[config.mk]
export PLATFORM = sky130hd
export DESIGN_NAME = vectored_interrupt_mapper
export DESIGN_NICKNAME = d
export VERILOG_FILES = /design/src/core/vim_pkg.sv /design/src/core/arb_if.sv /design/src/core/channel_mapper.sv /design/src/core/priority_arbiter.sv /design/src/core/vectored_interrupt_mapper.sv
export SDC_FILE = /design/constraint.sdc
export NUM_CORES = 1
export LEC_CHECK = 0
export BUFFER_PORTS_ARGS = -buffer_cell sky130_fd_sc_hd__buf_2
export CAP_MARGIN = 25
export CORE_AREA = 2 2 235 237
export DETAILED_ROUTE_END_ITERATION = 10
export DIE_AREA = 0 0 237 239
export PLACE_DENSITY_LB_ADDON = 0.1
export SLEW_MARGIN = 15
export SYNTH_ARGS = -nofsm -noshare
export SYNTH_HDL_FRONTEND = slang
export SYNTH_SLANG_ARGS = --single-unit
[constraint.sdc]
create_clock -name CLK_IN -period 8.2 [get_ports CLK_IN]
set_input_delay 1.23 -clock CLK_IN [delete_from_list [all_inputs] [get_ports CLK_IN]]
set_output_delay 1.23 -clock CLK_IN [all_outputs]
set_load 0.01 [all_outputs]
[src/core/vim_pkg.sv]
package vim_pkg;
	localparam int CHANNELS = 65;
	localparam int CORE_LINES = 16;
	localparam int ENTRIES = CHANNELS + CORE_LINES;
	localparam int IDX_W = 7;
	localparam int PRIO_W = 4;
	localparam int RANK_W = 5;
	localparam int SETTABLE = 7;

	localparam logic [31:0] CHANNEL_TABLE_BASE = 32'h0000_0040;

	// core exception numbers, as table slots
	localparam logic [IDX_W-1:0] EXC_RESET = 7'h01;
	localparam logic [IDX_W-1:0] EXC_NMI = 7'h02;
	localparam logic [IDX_W-1:0] EXC_HARD_FAULT = 7'h03;
	// order: mem manage, bus fault, usage fault, svcall, debug monitor, pendsv, systick
	localparam logic [SETTABLE-1:0][IDX_W-1:0] SETTABLE_EXC =
		{7'h0f, 7'h0e, 7'h0c, 7'h0b, 7'h06, 7'h05, 7'h04};

	// fixed ranks sit below every programmed level; lower rank wins
	localparam logic [RANK_W-1:0] RANK_RESET = 5'h00;
	localparam logic [RANK_W-1:0] RANK_NMI = 5'h01;
	localparam logic [RANK_W-1:0] RANK_HARD_FAULT = 5'h02;
	localparam logic [RANK_W-1:0] RANK_OFFSET = 5'h03;

	// channel numbers
	localparam int CH_EXT_FIRST = 6;
	localparam int CH_EXT_DIRECT = 5;
	localparam int CH_DMA_A_FIRST = 11;
	localparam int DMA_A_CHANNELS = 7;
	localparam int CH_CONVERTERS = 18;
	localparam int CH_USB_HP_CAN_TX = 19;
	localparam int CH_USB_LP_CAN_RX0 = 20;
	localparam int CH_CAN_A_RX1 = 21;
	localparam int CH_CAN_A_STATUS = 22;
	localparam int CH_EXT_MID = 23;
	localparam int CH_TIM1_FIRST = 24;
	localparam int CH_EXT_HIGH = 40;
	localparam int CH_TIM2_FIRST = 43;
	localparam int CH_DMA_B_FIRST = 56;
	localparam int DMA_B_DIRECT = 3;
	localparam int CH_DMA_B_SHARED = 59;
	localparam int CH_RESERVED = 60;
	localparam int CH_USB_B_HP_CAN_B_TX = 61;
	localparam int CH_USB_B_LP_CAN_B_RX0 = 62;
	localparam int CH_CAN_B_RX1 = 63;
	localparam int CH_CAN_B_STATUS = 64;
	localparam int EXT_MID_LOW = 5;
	localparam int EXT_MID_HIGH = 9;
	localparam int EXT_HIGH_LOW = 10;
	localparam int EXT_HIGH_HIGH = 15;
	localparam int TIMER_LINES = 4;

	// channels fed by one source each from the generic request vector
	localparam logic [CHANNELS-1:0] SINGLE_CHANNEL_MASK = 65'h0_00ff86ff_f000003f;

	// can vector bit order: transmit, receive fifo 0, receive fifo 1, status change/error
	localparam int CAN_TX = 0;
	localparam int CAN_RX0 = 1;
	localparam int CAN_RX1 = 2;
	localparam int CAN_STATUS = 3;
	localparam int USB_HP = 0;
	localparam int USB_LP = 1;

	function automatic logic [31:0] vector_address(input logic [IDX_W-1:0] exc);
		logic [31:0] slot;
		slot = {25'h0, exc};
		if (slot >= 32'(CORE_LINES))
			return CHANNEL_TABLE_BASE + ((slot - 32'(CORE_LINES)) << 2);
		return slot << 2;
	endfunction
endpackage

[src/core/arb_if.sv]
`timescale 1ns/100ps
interface arb_if #(
	parameter int N = 81,
	parameter int RW = 5,
	parameter int IW = 7
);
	logic [N-1:0] req;
	logic [N-1:0][RW-1:0] rank;
	logic win_valid;
	logic [IW-1:0] win_index;
	logic [RW-1:0] win_rank;

	modport source (output req, output rank, input win_valid, input win_index, input win_rank);
	modport arbiter (input req, input rank, output win_valid, output win_index, output win_rank);
endinterface

[src/core/channel_mapper.sv]
`timescale 1ns/100ps
module channel_mapper (
	// peripheral sources
	input wire logic [vim_pkg::CHANNELS-1:0] single_in,
	input wire logic [15:0] external_line_request_in,
	input wire logic [6:0] first_dma_controller_in,
	input wire logic [4:0] second_dma_controller_in,
	input wire logic [1:0] first_second_converters_in,
	input wire logic [1:0] first_usb_device_in,
	input wire logic [3:0] first_can_controller_in,
	input wire logic [3:0] first_advanced_timer_in,
	input wire logic [3:0] second_advanced_timer_in,
	input wire logic [1:0] second_usb_device_in,
	input wire logic [3:0] second_can_controller_in,
	// channel requests
	output logic [vim_pkg::CHANNELS-1:0] chan_req_out
);
	always_comb begin
		chan_req_out = single_in & vim_pkg::SINGLE_CHANNEL_MASK;
		for (int i = 0; i < vim_pkg::CH_EXT_DIRECT; i++) begin
			chan_req_out[vim_pkg::CH_EXT_FIRST + i] = external_line_request_in[i];
		end
		for (int i = 0; i < vim_pkg::DMA_A_CHANNELS; i++) begin
			chan_req_out[vim_pkg::CH_DMA_A_FIRST + i] = first_dma_controller_in[i];
		end
		chan_req_out[vim_pkg::CH_CONVERTERS] = |first_second_converters_in;
		chan_req_out[vim_pkg::CH_USB_HP_CAN_TX] = first_usb_device_in[vim_pkg::USB_HP] |
			first_can_controller_in[vim_pkg::CAN_TX];
		chan_req_out[vim_pkg::CH_USB_LP_CAN_RX0] = first_usb_device_in[vim_pkg::USB_LP] |
			first_can_controller_in[vim_pkg::CAN_RX0];
		chan_req_out[vim_pkg::CH_CAN_A_RX1] = first_can_controller_in[vim_pkg::CAN_RX1];
		chan_req_out[vim_pkg::CH_CAN_A_STATUS] = first_can_controller_in[vim_pkg::CAN_STATUS];
		// shared lines: software must read the line pending flags to find the source
		chan_req_out[vim_pkg::CH_EXT_MID] =
			|external_line_request_in[vim_pkg::EXT_MID_HIGH:vim_pkg::EXT_MID_LOW];
		chan_req_out[vim_pkg::CH_EXT_HIGH] =
			|external_line_request_in[vim_pkg::EXT_HIGH_HIGH:vim_pkg::EXT_HIGH_LOW];
		for (int i = 0; i < vim_pkg::TIMER_LINES; i++) begin
			chan_req_out[vim_pkg::CH_TIM1_FIRST + i] = first_advanced_timer_in[i];
			chan_req_out[vim_pkg::CH_TIM2_FIRST + i] = second_advanced_timer_in[i];
		end
		for (int i = 0; i < vim_pkg::DMA_B_DIRECT; i++) begin
			chan_req_out[vim_pkg::CH_DMA_B_FIRST + i] = second_dma_controller_in[i];
		end
		chan_req_out[vim_pkg::CH_DMA_B_SHARED] = |second_dma_controller_in[4:3];
		chan_req_out[vim_pkg::CH_RESERVED] = 1'b0;
		chan_req_out[vim_pkg::CH_USB_B_HP_CAN_B_TX] = second_usb_device_in[vim_pkg::USB_HP] |
			second_can_controller_in[vim_pkg::CAN_TX];
		chan_req_out[vim_pkg::CH_USB_B_LP_CAN_B_RX0] = second_usb_device_in[vim_pkg::USB_LP] |
			second_can_controller_in[vim_pkg::CAN_RX0];
		chan_req_out[vim_pkg::CH_CAN_B_RX1] = second_can_controller_in[vim_pkg::CAN_RX1];
		chan_req_out[vim_pkg::CH_CAN_B_STATUS] = second_can_controller_in[vim_pkg::CAN_STATUS];
	end
endmodule

[src/core/priority_arbiter.sv]
`timescale 1ns/100ps
module priority_arbiter #(
	parameter int ENTRIES = 81,
	parameter int RANK_W = 5,
	parameter int IDX_W = 7
) (
	arb_if.arbiter bus
);
	logic found;
	logic [IDX_W-1:0] best_index;
	logic [RANK_W-1:0] best_rank;

	// strict compare in ascending order: on equal rank the lower slot stays
	always_comb begin
		found = 1'b0;
		best_index = '0;
		best_rank = '1;
		for (int i = 0; i < ENTRIES; i++) begin
			if (bus.req[i] && (!found || bus.rank[i] < best_rank)) begin
				found = 1'b1;
				best_index = IDX_W'(i);
				best_rank = bus.rank[i];
			end
		end
	end

	assign bus.win_valid = found;
	assign bus.win_index = best_index;
	assign bus.win_rank = best_rank;
endmodule

[src/core/vectored_interrupt_mapper.sv]
// Behaviour
// 65 maskable channels numbered from zero, after 16 core exception slots.
// each channel and settable core exception has a 4-bit priority, 16 levels.
// reset, nmi, hard fault fixed at -3, -2, -1, above all programmed levels.
// channel n vector word sits at 0x40 plus four times n.
// external lines 0..4 have own channels 6..10 in order.
// external lines 5..9 share channel 23.
// external lines 10..15 share channel 40.
// first dma controller channels 1..7 map to channels 11..17.
// both converters share channel 18.
// usb high-priority and can transmit share channel 19.
// usb low-priority and can receive fifo 0 share channel 20.
// first can: receive fifo 1 on 21, status change/error on 22.
// first advanced timer: break 24, update 25, trigger 26, compare 27.
// second advanced timer: break 43, update 44, trigger 45, compare 46.
// second dma: 1..3 on 56..58, 4 and 5 on 59, 60 reserved.
// second can: receive fifo 1 on 63, status change/error on 64.
// entry is presented to the core with low, fixed latency.
// equal programmed priority: lower channel number is served first.
`timescale 1ns/100ps
module vectored_interrupt_mapper (
	// clock and reset
	input wire logic CLK_IN,
	input wire logic RESETN_IN,
	// core exceptions
	input wire logic NMI_IN,
	input wire logic HARD_FAULT_IN,
	input wire logic [vim_pkg::SETTABLE-1:0] SYS_REQ_IN,
	input wire logic [vim_pkg::SETTABLE*vim_pkg::PRIO_W-1:0] SYS_PRIORITY_IN,
	// channel configuration
	input wire logic [vim_pkg::CHANNELS-1:0] CH_ENABLE_IN,
	input wire logic [vim_pkg::CHANNELS*vim_pkg::PRIO_W-1:0] CH_PRIORITY_IN,
	// peripheral requests
	input wire logic [vim_pkg::CHANNELS-1:0] SINGLE_REQ_IN,
	input wire logic [15:0] EXTERNAL_LINE_REQUEST_IN,
	input wire logic [6:0] FIRST_DMA_CONTROLLER_IN,
	input wire logic [4:0] SECOND_DMA_CONTROLLER_IN,
	input wire logic [1:0] FIRST_SECOND_CONVERTERS_IN,
	input wire logic [1:0] FIRST_USB_DEVICE_IN,
	input wire logic [3:0] FIRST_CAN_CONTROLLER_IN,
	input wire logic [3:0] FIRST_ADVANCED_TIMER_IN,
	input wire logic [3:0] SECOND_ADVANCED_TIMER_IN,
	input wire logic [1:0] SECOND_USB_DEVICE_IN,
	input wire logic [3:0] SECOND_CAN_CONTROLLER_IN,
	// core entry handshake
	input wire logic ACK_IN,
	output logic REQUEST_VALID_OUT,
	output logic [vim_pkg::IDX_W-1:0] EXCEPTION_NUMBER_OUT,
	output logic [31:0] VECTOR_ADDRESS_OUT,
	output logic [vim_pkg::RANK_W-1:0] PRIORITY_RANK_OUT
);
	localparam int N = vim_pkg::ENTRIES;
	localparam int CL = vim_pkg::CORE_LINES;

	logic rst_meta;
	logic rst_n;
	logic [vim_pkg::CHANNELS-1:0] chan_req;
	logic [N-1:0] pend;
	logic [N-1:0] next_pend;
	logic [N-1:0] set_vec;
	logic [N-1:0] ack_clear;
	logic [N-1:0] enable_vec;
	logic next_valid;
	logic [vim_pkg::IDX_W-1:0] next_exc;
	logic [31:0] next_addr;
	logic [vim_pkg::RANK_W-1:0] next_rank;

	arb_if #(.N(N), .RW(vim_pkg::RANK_W), .IW(vim_pkg::IDX_W)) arb ();

	// reset released through two flops
	always_ff @(posedge CLK_IN or negedge RESETN_IN) begin
		if (!RESETN_IN) begin
			rst_meta <= 1'b0;
			rst_n <= 1'b0;
		end else begin
			rst_meta <= 1'b1;
			rst_n <= rst_meta;
		end
	end

	channel_mapper u_mapper (
		.single_in(SINGLE_REQ_IN),
		.external_line_request_in(EXTERNAL_LINE_REQUEST_IN),
		.first_dma_controller_in(FIRST_DMA_CONTROLLER_IN),
		.second_dma_controller_in(SECOND_DMA_CONTROLLER_IN),
		.first_second_converters_in(FIRST_SECOND_CONVERTERS_IN),
		.first_usb_device_in(FIRST_USB_DEVICE_IN),
		.first_can_controller_in(FIRST_CAN_CONTROLLER_IN),
		.first_advanced_timer_in(FIRST_ADVANCED_TIMER_IN),
		.second_advanced_timer_in(SECOND_ADVANCED_TIMER_IN),
		.second_usb_device_in(SECOND_USB_DEVICE_IN),
		.second_can_controller_in(SECOND_CAN_CONTROLLER_IN),
		.chan_req_out(chan_req)
	);

	// pending state: sources set, the core's acknowledge clears; set wins
	always_comb begin
		set_vec = '0;
		set_vec[vim_pkg::EXC_NMI] = NMI_IN;
		set_vec[vim_pkg::EXC_HARD_FAULT] = HARD_FAULT_IN;
		for (int i = 0; i < vim_pkg::SETTABLE; i++) begin
			set_vec[vim_pkg::SETTABLE_EXC[i]] = SYS_REQ_IN[i];
		end
		set_vec[N-1:CL] = chan_req;
		ack_clear = '0;
		if (ACK_IN && REQUEST_VALID_OUT) begin
			ack_clear[EXCEPTION_NUMBER_OUT] = 1'b1;
		end
		next_pend = (pend & ~ack_clear) | set_vec;
	end

	// reset slot comes up pending so the reset vector is presented first
	always_ff @(posedge CLK_IN or negedge rst_n) begin
		if (!rst_n) begin
			pend <= {{(N-2){1'b0}}, 2'b10};
		end else begin
			pend <= next_pend;
		end
	end

	// ranks: fixed ones below every programmed level
	always_comb begin
		enable_vec = '1;
		enable_vec[N-1:CL] = CH_ENABLE_IN;
		for (int i = 0; i < N; i++) begin
			arb.rank[i] = '1;
		end
		arb.rank[vim_pkg::EXC_RESET] = vim_pkg::RANK_RESET;
		arb.rank[vim_pkg::EXC_NMI] = vim_pkg::RANK_NMI;
		arb.rank[vim_pkg::EXC_HARD_FAULT] = vim_pkg::RANK_HARD_FAULT;
		for (int i = 0; i < vim_pkg::SETTABLE; i++) begin
			arb.rank[vim_pkg::SETTABLE_EXC[i]] = vim_pkg::RANK_OFFSET +
				{1'b0, SYS_PRIORITY_IN[i*vim_pkg::PRIO_W +: vim_pkg::PRIO_W]};
		end
		for (int i = 0; i < vim_pkg::CHANNELS; i++) begin
			arb.rank[CL + i] = vim_pkg::RANK_OFFSET +
				{1'b0, CH_PRIORITY_IN[i*vim_pkg::PRIO_W +: vim_pkg::PRIO_W]};
		end
		// the slot being taken this cycle drops out at once, avoiding a double entry
		arb.req = pend & enable_vec & ~ack_clear;
	end

	priority_arbiter #(
		.ENTRIES(N),
		.RANK_W(vim_pkg::RANK_W),
		.IDX_W(vim_pkg::IDX_W)
	) u_arbiter (
		.bus(arb)
	);

	// presented winner, one register stage behind the pending state
	always_comb begin
		next_valid = arb.win_valid;
		next_exc = arb.win_index;
		next_rank = arb.win_rank;
		next_addr = vim_pkg::vector_address(arb.win_index);
		if (!arb.win_valid) begin
			next_exc = '0;
			next_rank = '0;
			next_addr = '0;
		end
	end

	always_ff @(posedge CLK_IN or negedge rst_n) begin
		if (!rst_n) begin
			REQUEST_VALID_OUT <= 1'b0;
			EXCEPTION_NUMBER_OUT <= '0;
			VECTOR_ADDRESS_OUT <= '0;
			PRIORITY_RANK_OUT <= '0;
		end else begin
			REQUEST_VALID_OUT <= next_valid;
			EXCEPTION_NUMBER_OUT <= next_exc;
			VECTOR_ADDRESS_OUT <= next_addr;
			PRIORITY_RANK_OUT <= next_rank;
		end
	end

	a_slot_range: assert property (@(posedge CLK_IN) disable iff (!rst_n)
		REQUEST_VALID_OUT |-> EXCEPTION_NUMBER_OUT < vim_pkg::IDX_W'(N))
		else $error("presented slot beyond channel 64");

	a_prog_level: assert property (@(posedge CLK_IN) disable iff (!rst_n)
		(arb.req[CL] && arb.req[CL-1:0] == '0 && arb.req[N-1:CL+1] == '0) |=>
		(EXCEPTION_NUMBER_OUT == vim_pkg::IDX_W'(CL) &&
		PRIORITY_RANK_OUT == vim_pkg::RANK_OFFSET +
		{1'b0, $past(CH_PRIORITY_IN[vim_pkg::PRIO_W-1:0])}))
		else $error("channel 0 rank not its programmed level");

	a_nmi_fixed: assert property (@(posedge CLK_IN) disable iff (!rst_n)
		(arb.req[vim_pkg::EXC_NMI] && !arb.req[vim_pkg::EXC_RESET]) |=>
		(REQUEST_VALID_OUT && EXCEPTION_NUMBER_OUT == vim_pkg::EXC_NMI))
		else $error("nmi lost to a lower level");

	a_vector_addr: assert property (@(posedge CLK_IN) disable iff (!rst_n)
		(REQUEST_VALID_OUT && EXCEPTION_NUMBER_OUT >= vim_pkg::IDX_W'(CL)) |->
		VECTOR_ADDRESS_OUT == vim_pkg::CHANNEL_TABLE_BASE +
		{23'h0, EXCEPTION_NUMBER_OUT - vim_pkg::IDX_W'(CL), 2'b00})
		else $error("channel vector address wrong");

	a_ext_direct: assert property (@(posedge CLK_IN) disable iff (!rst_n)
		EXTERNAL_LINE_REQUEST_IN[4] |=> pend[CL + vim_pkg::CH_EXT_FIRST + 4])
		else $error("external line 4 not pending on channel 10");

	a_ext_mid: assert property (@(posedge CLK_IN) disable iff (!rst_n)
		$rose(EXTERNAL_LINE_REQUEST_IN[7]) |=> pend[CL + vim_pkg::CH_EXT_MID])
		else $error("external line 7 not on channel 23");

	a_ext_high: assert property (@(posedge CLK_IN) disable iff (!rst_n)
		EXTERNAL_LINE_REQUEST_IN[15] |=> pend[CL + vim_pkg::CH_EXT_HIGH])
		else $error("external line 15 not on channel 40");

	a_dma_first: assert property (@(posedge CLK_IN) disable iff (!rst_n)
		FIRST_DMA_CONTROLLER_IN[6] |=> pend[CL + vim_pkg::CH_DMA_A_FIRST + 6])
		else $error("first dma channel 7 not on channel 17");

	a_converters: assert property (@(posedge CLK_IN) disable iff (!rst_n)
		FIRST_SECOND_CONVERTERS_IN[1] |=> pend[CL + vim_pkg::CH_CONVERTERS])
		else $error("second converter not on channel 18");

	a_usb_can_hp: assert property (@(posedge CLK_IN) disable iff (!rst_n)
		FIRST_CAN_CONTROLLER_IN[vim_pkg::CAN_TX] |=> pend[CL + vim_pkg::CH_USB_HP_CAN_TX])
		else $error("can transmit not on channel 19");

	a_usb_can_lp: assert property (@(posedge CLK_IN) disable iff (!rst_n)
		FIRST_USB_DEVICE_IN[vim_pkg::USB_LP] |=> pend[CL + vim_pkg::CH_USB_LP_CAN_RX0])
		else $error("usb low priority not on channel 20");

	a_can_status: assert property (@(posedge CLK_IN) disable iff (!rst_n)
		FIRST_CAN_CONTROLLER_IN[vim_pkg::CAN_STATUS] |=> pend[CL + vim_pkg::CH_CAN_A_STATUS])
		else $error("can status change not on channel 22");

	a_timer_map: assert property (@(posedge CLK_IN) disable iff (!rst_n)
		FIRST_ADVANCED_TIMER_IN[3] |=> pend[CL + vim_pkg::CH_TIM1_FIRST + 3])
		else $error("timer compare not on channel 27");

	a_timer2_map: assert property (@(posedge CLK_IN) disable iff (!rst_n)
		SECOND_ADVANCED_TIMER_IN[0] |=> pend[CL + vim_pkg::CH_TIM2_FIRST])
		else $error("second timer break not on channel 43");

	a_reserved_idle: assert property (@(posedge CLK_IN) disable iff (!rst_n)
		!pend[CL + vim_pkg::CH_RESERVED] and (SECOND_DMA_CONTROLLER_IN[4] |=>
		pend[CL + vim_pkg::CH_DMA_B_SHARED]))
		else $error("second dma sharing or reserved slot wrong");

	a_can_b_top: assert property (@(posedge CLK_IN) disable iff (!rst_n)
		SECOND_CAN_CONTROLLER_IN[vim_pkg::CAN_STATUS] |=> pend[N-1])
		else $error("second can status change not on channel 64");

	a_entry_latency: assert property (@(posedge CLK_IN) disable iff (!rst_n)
		$rose(SINGLE_REQ_IN[0] && CH_ENABLE_IN[0]) |-> ##2 REQUEST_VALID_OUT)
		else $error("request not presented two cycles after it arrived");

	a_tie_lower: assert property (@(posedge CLK_IN) disable iff (!rst_n)
		(arb.req[CL+1:0] == {2'b11, {CL{1'b0}}} && arb.req[N-1:CL+2] == '0 &&
		arb.rank[CL] == arb.rank[CL+1]) |=> EXCEPTION_NUMBER_OUT == vim_pkg::IDX_W'(CL))
		else $error("tie not broken toward the lower channel");

	a_ack_clears: assert property (@(posedge CLK_IN) disable iff (!rst_n)
		(REQUEST_VALID_OUT && ACK_IN && !set_vec[EXCEPTION_NUMBER_OUT]) |=>
		!pend[$past(EXCEPTION_NUMBER_OUT)])
		else $error("taken entry still pending");

	a_set_wins: assert property (@(posedge CLK_IN) disable iff (!rst_n)
		(REQUEST_VALID_OUT && ACK_IN && set_vec[EXCEPTION_NUMBER_OUT]) |=>
		pend[$past(EXCEPTION_NUMBER_OUT)])
		else $error("new request lost to the acknowledge");

	a_idle_zero: assert property (@(posedge CLK_IN) disable iff (!rst_n)
		!REQUEST_VALID_OUT |-> (EXCEPTION_NUMBER_OUT == '0 && VECTOR_ADDRESS_OUT == '0 &&
		PRIORITY_RANK_OUT == '0))
		else $error("idle outputs not cleared");

	a_core_addr: assert property (@(posedge CLK_IN) disable iff (!rst_n)
		(REQUEST_VALID_OUT && EXCEPTION_NUMBER_OUT < vim_pkg::IDX_W'(CL)) |->
		VECTOR_ADDRESS_OUT == {23'h0, EXCEPTION_NUMBER_OUT, 2'b00})
		else $error("core exception vector address wrong");

	a_can_rx1: assert property (@(posedge CLK_IN) disable iff (!rst_n)
		FIRST_CAN_CONTROLLER_IN[vim_pkg::CAN_RX1] |=> pend[CL + vim_pkg::CH_CAN_A_RX1])
		else $error("can receive fifo 1 not on channel 21");

	a_dma_b_direct: assert property (@(posedge CLK_IN) disable iff (!rst_n)
		SECOND_DMA_CONTROLLER_IN[0] |=> pend[CL + vim_pkg::CH_DMA_B_FIRST])
		else $error("second dma channel 1 not on channel 56");
endmodule

==> impl_metrics.xml, run 1 <==
<?xml version="1.0" encoding="UTF-8"?>
<metrics>
  <group name="logic_synthesis">
    <metric name="synth_most_common_cell" unit="">inv_1</metric>
    <metric name="synthArstFlopShare" unit="">1.00</metric>
    <metric name="synth_sequential_area_ratio" unit="">0.0955</metric>
    <metric name="mappedNetlistArea" unit="sq um">25700</metric>
    <metric name="synth.avg_cell_area" unit="sq um">6.94</metric>
    <metric name="synth_cell_types" unit="">117</metric>
    <metric name="ys_top_cells_by_count" unit="">inv_1 (384), ha_1 (360), nor2_1 (352), nand2_1 (330), o21ai_0 (300)</metric>
    <metric name="synth-edff-count" unit="">0</metric>
    <metric name="synth_largest_type_area_fraction" unit="">0.175</metric>
    <metric name="syn-instance-count" unit="">3702</metric>
    <metric name="synth.largest_area_cell" unit="">ha_1</metric>
    <metric name="synth_flop_cell" unit="">dfrtp_1</metric>
    <metric name="yosys_warnings" unit="">0</metric>
    <metric name="cell_types_with_the_largest_area_share_after_synthesis" unit="">ha_1 (18%), dfrtp_1 (9.4%), o21ai_0 (5.8%)</metric>
    <metric name="ys_ff_latch" unit="">98</metric>
  </group>
  <group name="clocking">
    <metric name="root_buffer" unit="">clkbuf_16</metric>
    <metric name="clock-sinks" unit="">98</metric>
    <metric name="cts_buffer_depth" unit="">2</metric>
    <metric name="htreeDepth" unit="">3</metric>
    <metric name="cts_inserted_buffers" unit="">9</metric>
  </group>
  <group name="grt">
    <metric name="grt_start_max_net_pins" unit="">56</metric>
    <metric name="global_route.overflow_total" unit="">50</metric>
    <metric name="aggregate_global_route_resource_usage" unit="">0.697</metric>
  </group>
  <group name="floorplan">
    <metric name="floorplan.die.height" unit="um">239</metric>
    <metric name="rows" unit="">86</metric>
    <metric name="initial_utilization" unit="">0.473</metric>
    <metric name="floorplan.io_pins" unit="">525</metric>
    <metric name="fp.dieW" unit="um">237</metric>
  </group>
  <group name="placed_design">
    <metric name="postPlaceCellArea" unit="sq um">41300</metric>
    <metric name="globalplace.congestion" unit="">1.04</metric>
    <metric name="place.port_buffers" unit="">486</metric>
    <metric name="dp_hpwl" unit="mm">98.2</metric>
  </group>
  <group name="sta">
    <metric name="worst_path_end_type" unit="">register input</metric>
    <metric name="grt_worst_setup_endpoint" unit="">VECTOR_ADDRESS_OUT[30]$_DFF_PN0_/D</metric>
  </group>
  <group name="outcome">
    <metric name="stage_at_which_the_flow_ended" unit="">global routing (5_1_grt)</metric>
    <metric name="run_status" unit="">did not finish</metric>
    <metric name="flow.first_error" unit="">[ERROR GRT-0232] Routing congestion too high. Check the congestion heatmap in the GUI.</metric>
  </group>
</metrics>
## per-stage QoR
stage,worst slack (ns),instances,utilization
after detailed placement,-107.83,6292,0.760
after CTS,-102.96,6780,0.871
after floorplan,-103.70,3703,-
after global placement,-105.25,6292,0.760
## kinds of logic after synthesis
group           Yosys count  synth area share
compound gates         1283             0.336
xor+xnor                145            0.0494
fa+ha+maj               360             0.175
buf+inv                 490            0.0773
flops                    98            0.0955
mux                      58            0.0243
other cells               2          0.000292
simple gates           1266             0.242
## layer usage
layer,GRT overflow,global-route usage
met1,0,0.658
met2,33,0.919
met3,1,0.511
met4,16,0.744
met5,0,0.203
## what timing repair did
item / CTS
pin swaps: 422
setup endpoints to repair: 15
setup buffers: 474
gates cloned: 1
resized for setup: 413
hold buffers: 0
==> run 2, diff against run 1 <==
Settings changed: CORE_AREA 2 2 235 237 to 2 2 283 285, DIE_AREA 0 0 237 239 to 0 0 285 287, PLACE_DENSITY_LB_ADDON 0.1 to 0.15.
==> impl_metrics.xml, run 2 <==
<?xml version="1.0" encoding="UTF-8"?>
<metrics>
  <group name="grt">
    <metric name="global_route.overflow_total" unit="">0</metric>
    <metric name="aggregate_global_route_resource_usage" unit="">0.287</metric>
    <metric name="number_of_antenna_violations_at_the_first_check_in_global_routing" unit="">17</metric>
    <metric name="grt_start_max_net_pins" unit="">60</metric>
    <metric name="vias_in_the_first_global_route" unit="">35031</metric>
    <metric name="grt_first_pass_wirelength" unit="mm">186</metric>
  </group>
  <group name="placed_design">
    <metric name="place.port_buffers" unit="">486</metric>
    <metric name="globalplace.congestion" unit="">0.944</metric>
    <metric name="dp_hpwl" unit="mm">103</metric>
    <metric name="numPlacedInstances" unit="">6655</metric>
  </group>
  <group name="logic_synthesis">
    <metric name="synthSimpleGateAreaFrac" unit="">0.242</metric>
    <metric name="ys_top_cells_by_count" unit="">inv_1 (384), ha_1 (360), nor2_1 (352), nand2_1 (330), o21ai_0 (300)</metric>
    <metric name="synth_xor_area_frac" unit="">0.0494</metric>
    <metric name="synth_cell_types" unit="">117</metric>
    <metric name="synth_sequential_area_ratio" unit="">0.0955</metric>
    <metric name="mappedNetlistArea" unit="sq um">25700</metric>
    <metric name="cell_types_with_the_largest_area_share_after_synthesis" unit="">ha_1 (18%), dfrtp_1 (9.4%), o21ai_0 (5.8%)</metric>
    <metric name="synth_most_common_cell" unit="">inv_1</metric>
    <metric name="synth-edff-count" unit="">0</metric>
    <metric name="synth.largest_area_cell" unit="">ha_1</metric>
    <metric name="synth.avg_cell_area" unit="sq um">6.94</metric>
    <metric name="synth_fa_ha_area_frac" unit="">0.175</metric>
    <metric name="synth_largest_type_area_fraction" unit="">0.175</metric>
    <metric name="synthArstFlopShare" unit="">1.00</metric>
    <metric name="synth_flop_cell" unit="">dfrtp_1</metric>
    <metric name="ys_ff_latch" unit="">98</metric>
    <metric name="synth_top_family_by_area" unit="">compound AO/OA/AOI/OAI gates</metric>
    <metric name="post_synth_mux_area_share" unit="">0.0243</metric>
    <metric name="yosys_warnings" unit="">0</metric>
    <metric name="synth_compound_area_frac" unit="">0.336</metric>
    <metric name="syn-instance-count" unit="">3702</metric>
  </group>
  <group name="floorplan">
    <metric name="floorplan.die.height" unit="um">287</metric>
    <metric name="fp.dieArea" unit="sq um">81800</metric>
    <metric name="core" unit="sq um">78600</metric>
    <metric name="floorplan.io_pins" unit="">525</metric>
    <metric name="rows" unit="">103</metric>
    <metric name="fp.dieW" unit="um">285</metric>
    <metric name="initial_utilization" unit="">0.327</metric>
  </group>
  <group name="finish">
    <metric name="reg_top3" unit="">pend (81), EXCEPTION_NUMBER_OUT (7), PRIORITY_RANK_OUT (5)</metric>
    <metric name="most-common-layout-cells" unit="">buf_4 (1,833), buf_2 (485), inv_1 (361)</metric>
    <metric name="largest_register" unit="">pend</metric>
    <metric name="drive_gt1_frac" unit="">0.538</metric>
    <metric name="layout.nets" unit="">6818</metric>
    <metric name="final.fill_count" unit="">7092</metric>
    <metric name="largest_register_ffs" unit="">81</metric>
    <metric name="area.growth.synth_to_final" unit="%">87.4</metric>
    <metric name="most_common_cell_after_layout_fill_and_taps_aside" unit="">buf_4</metric>
    <metric name="final_cell_count_no_fill" unit="">7041</metric>
  </group>
  <group name="setup_path">
    <metric name="timing.rr.start" unit="">EXCEPTION_NUMBER_OUT[4]</metric>
    <metric name="worst_path_dominant_cell_family" unit="">compound AO/OA/AOI/OAI gates</metric>
    <metric name="crit_top_cell" unit="">a21o_1</metric>
    <metric name="worst_setup_start_kind" unit="">input port</metric>
    <metric name="critical_path.max_fanout" unit="">8</metric>
    <metric name="critPathLaunch" unit="">ACK_IN</metric>
    <metric name="critPathKind" unit="">input port to flip-flop</metric>
    <metric name="crit_arrival" unit="ns">114.09</metric>
    <metric name="crit_path_max_incr_delay" unit="ns">0.59</metric>
    <metric name="critical_path.n_buffers_inverters" unit="">60</metric>
    <metric name="critPathRequiredTime" unit="ns">8.51</metric>
    <metric name="critical_path.endpoint_type" unit="">flip-flop</metric>
    <metric name="timing.critical_path.slowest_stage_cell" unit="">or4_4</metric>
  </group>
  <group name="sta">
    <metric name="final_critical_path_setup_slack" unit="ns">-105.59</metric>
    <metric name="post-route-period-util" unit="">13.9</metric>
    <metric name="skew" unit="ns">0.0228</metric>
    <metric name="setup_viol" unit="">15</metric>
    <metric name="worst_slew_pin_slew" unit="ns">1.08</metric>
    <metric name="final-max-slew-violation-count" unit="">0</metric>
    <metric name="rsz_0062_raised_after_global_routing" unit="">yes</metric>
    <metric name="report.final.hold_viol_count" unit="">0</metric>
    <metric name="timing.fmax" unit="GHz">0.00879</metric>
    <metric name="final_period_demand_of_the_worst_path" unit="ns">113.79</metric>
    <metric name="relative_max_transition_margin" unit="">0.274</metric>
  </group>
  <group name="clocking">
    <metric name="clock-sinks" unit="">98</metric>
    <metric name="worstSkewPairLatency" unit="ns">0.40</metric>
    <metric name="clock_pin_slew_of_the_registers_on_the_worst_case_setup_and_hold_paths" unit="ns">0.10</metric>
    <metric name="cts_hold_repair.buffers" unit="">0</metric>
    <metric name="root_buffer" unit="">clkbuf_16</metric>
    <metric name="htreeDepth" unit="">3</metric>
    <metric name="clock_tree_from_tritoncts" unit="">yes</metric>
    <metric name="cts_buffer_depth" unit="">2</metric>
    <metric name="cts_inserted_buffers" unit="">9</metric>
  </group>
  <group name="min_path">
    <metric name="holdCritPathClass" unit="">flip-flop to flip-flop</metric>
    <metric name="holdCritStartpoint" unit="">rst_meta</metric>
  </group>
  <group name="detailed_routing">
    <metric name="initialDrtViolationCount" unit="">2098</metric>
    <metric name="avgViaCountPerCell" unit="">5.17</metric>
    <metric name="wirelength" unit="mm">127</metric>
    <metric name="route.detailed.drc" unit="">0</metric>
    <metric name="detailroute.via_count" unit="">36380</metric>
    <metric name="final_antenna_net_count" unit="">0</metric>
    <metric name="drt_pass1_iterations" unit="">5</metric>
    <metric name="wl_per_cell" unit="um">18.1</metric>
  </group>
  <group name="job">
    <metric name="cap_viol_max_count" unit="">0</metric>
  </group>
  <group name="outcome">
    <metric name="run_status" unit="">complete, but fails checks</metric>
    <metric name="failed_checks" unit="">negative setup slack</metric>
  </group>
</metrics>
[run 2: final timing paths]
check | endpoint | slack [ns] | depth (start not counted)
worst min-delay path | rst_n | 0.36 | 0
max in group asynchronous | VECTOR_ADDRESS_OUT[9] | 6.48 | 1
worst max-delay path | VECTOR_ADDRESS_OUT[9] | -105.59 | 683
worst max register to register | VECTOR_ADDRESS_OUT[9] | -105.56 | 681
worst min register to register | rst_n | 0.36 | 0
min in group asynchronous | pend[4] | 0.50 | 0
[run 2: cell families (layout without fill, tap and decap cells)]
group,after synthesis,count (layout)
multiplexers,58,58
buffers and inverters,490,2769
AND/OR/NAND/NOR,1266,1266
adder cells (fa/ha/maj),360,360
AO/OA/AOI/OAI,1283,1284
other,2,11
XOR/XNOR,145,145
flip-flops,98,98
[run 2: what timing repair did]
action,CTS,global route
gates resized for setup,148,489
pin swaps,154,402
gates cloned,2,0
setup buffers,217,151
endpoints found under the setup margin,15,15
hold endpoints to repair,0,0
[run 2: layer usage]
layer | part of all wire | routed length (um) | track usage
met5 | 0.00039 | 49 | 0
met4 | 0.033 | 4230 | 0.0830
met3 | 0.050 | 6360 | 0.0332
met2 | 0.48 | 61400 | 0.507
met1 | 0.43 | 55200 | 0.365
[run 2: per-stage QoR]
step | TNS, ns | hold WS [ns] | cell area [sq um] | util | setup slack (ns)
after floorplan | -1443.03 | 0.331 | 27500 | - | -103.70
after global placement | -1485.24 | 0.334 | 41900 | 0.533 | -106.46
after detailed placement | -1505.30 | 0.339 | 41900 | 0.533 | -107.92
after CTS | -1461.51 | 0.362 | 44500 | 0.566 | -104.76
after global routing | -1558.17 | 0.364 | 48100 | 0.612 | -111.67
final | -1473.24 | 0.360 | 48200 | 0.613 | -105.59
[run 2: area by class of cell]
type                       instances  area [sq um]  share of cell area
tap                             1050          1310              0.0273
sequential                        98          2460              0.0510
inverter                         389          1460              0.0304
clock inverter                     7          81.3             0.00169
timing repair buffer            2364         16700               0.347
multi-input combinational       3116         25900               0.537
antenna                            8          20.0            0.000416
clock buffer                       9           225             0.00468
[run 2: worst register-to-register path: cells and delay by family (launching register included)]
| kind | cells | cell delay, ns |
|---|---|---|
| flip-flops | 1 | 0.39 |
| adder cells (fa/ha/maj) | 72 | 17.92 |
| AND/OR/NAND/NOR | 177 | 23.95 |
| AO/OA/AOI/OAI | 358 | 60.12 |
| buffers and inverters | 58 | 6.83 |
| multiplexers | 16 | 4.53 |
Power of run 2 is not shown: default switching activity piles up to over one toggle a cycle in this logic, so the estimate is an artifact.
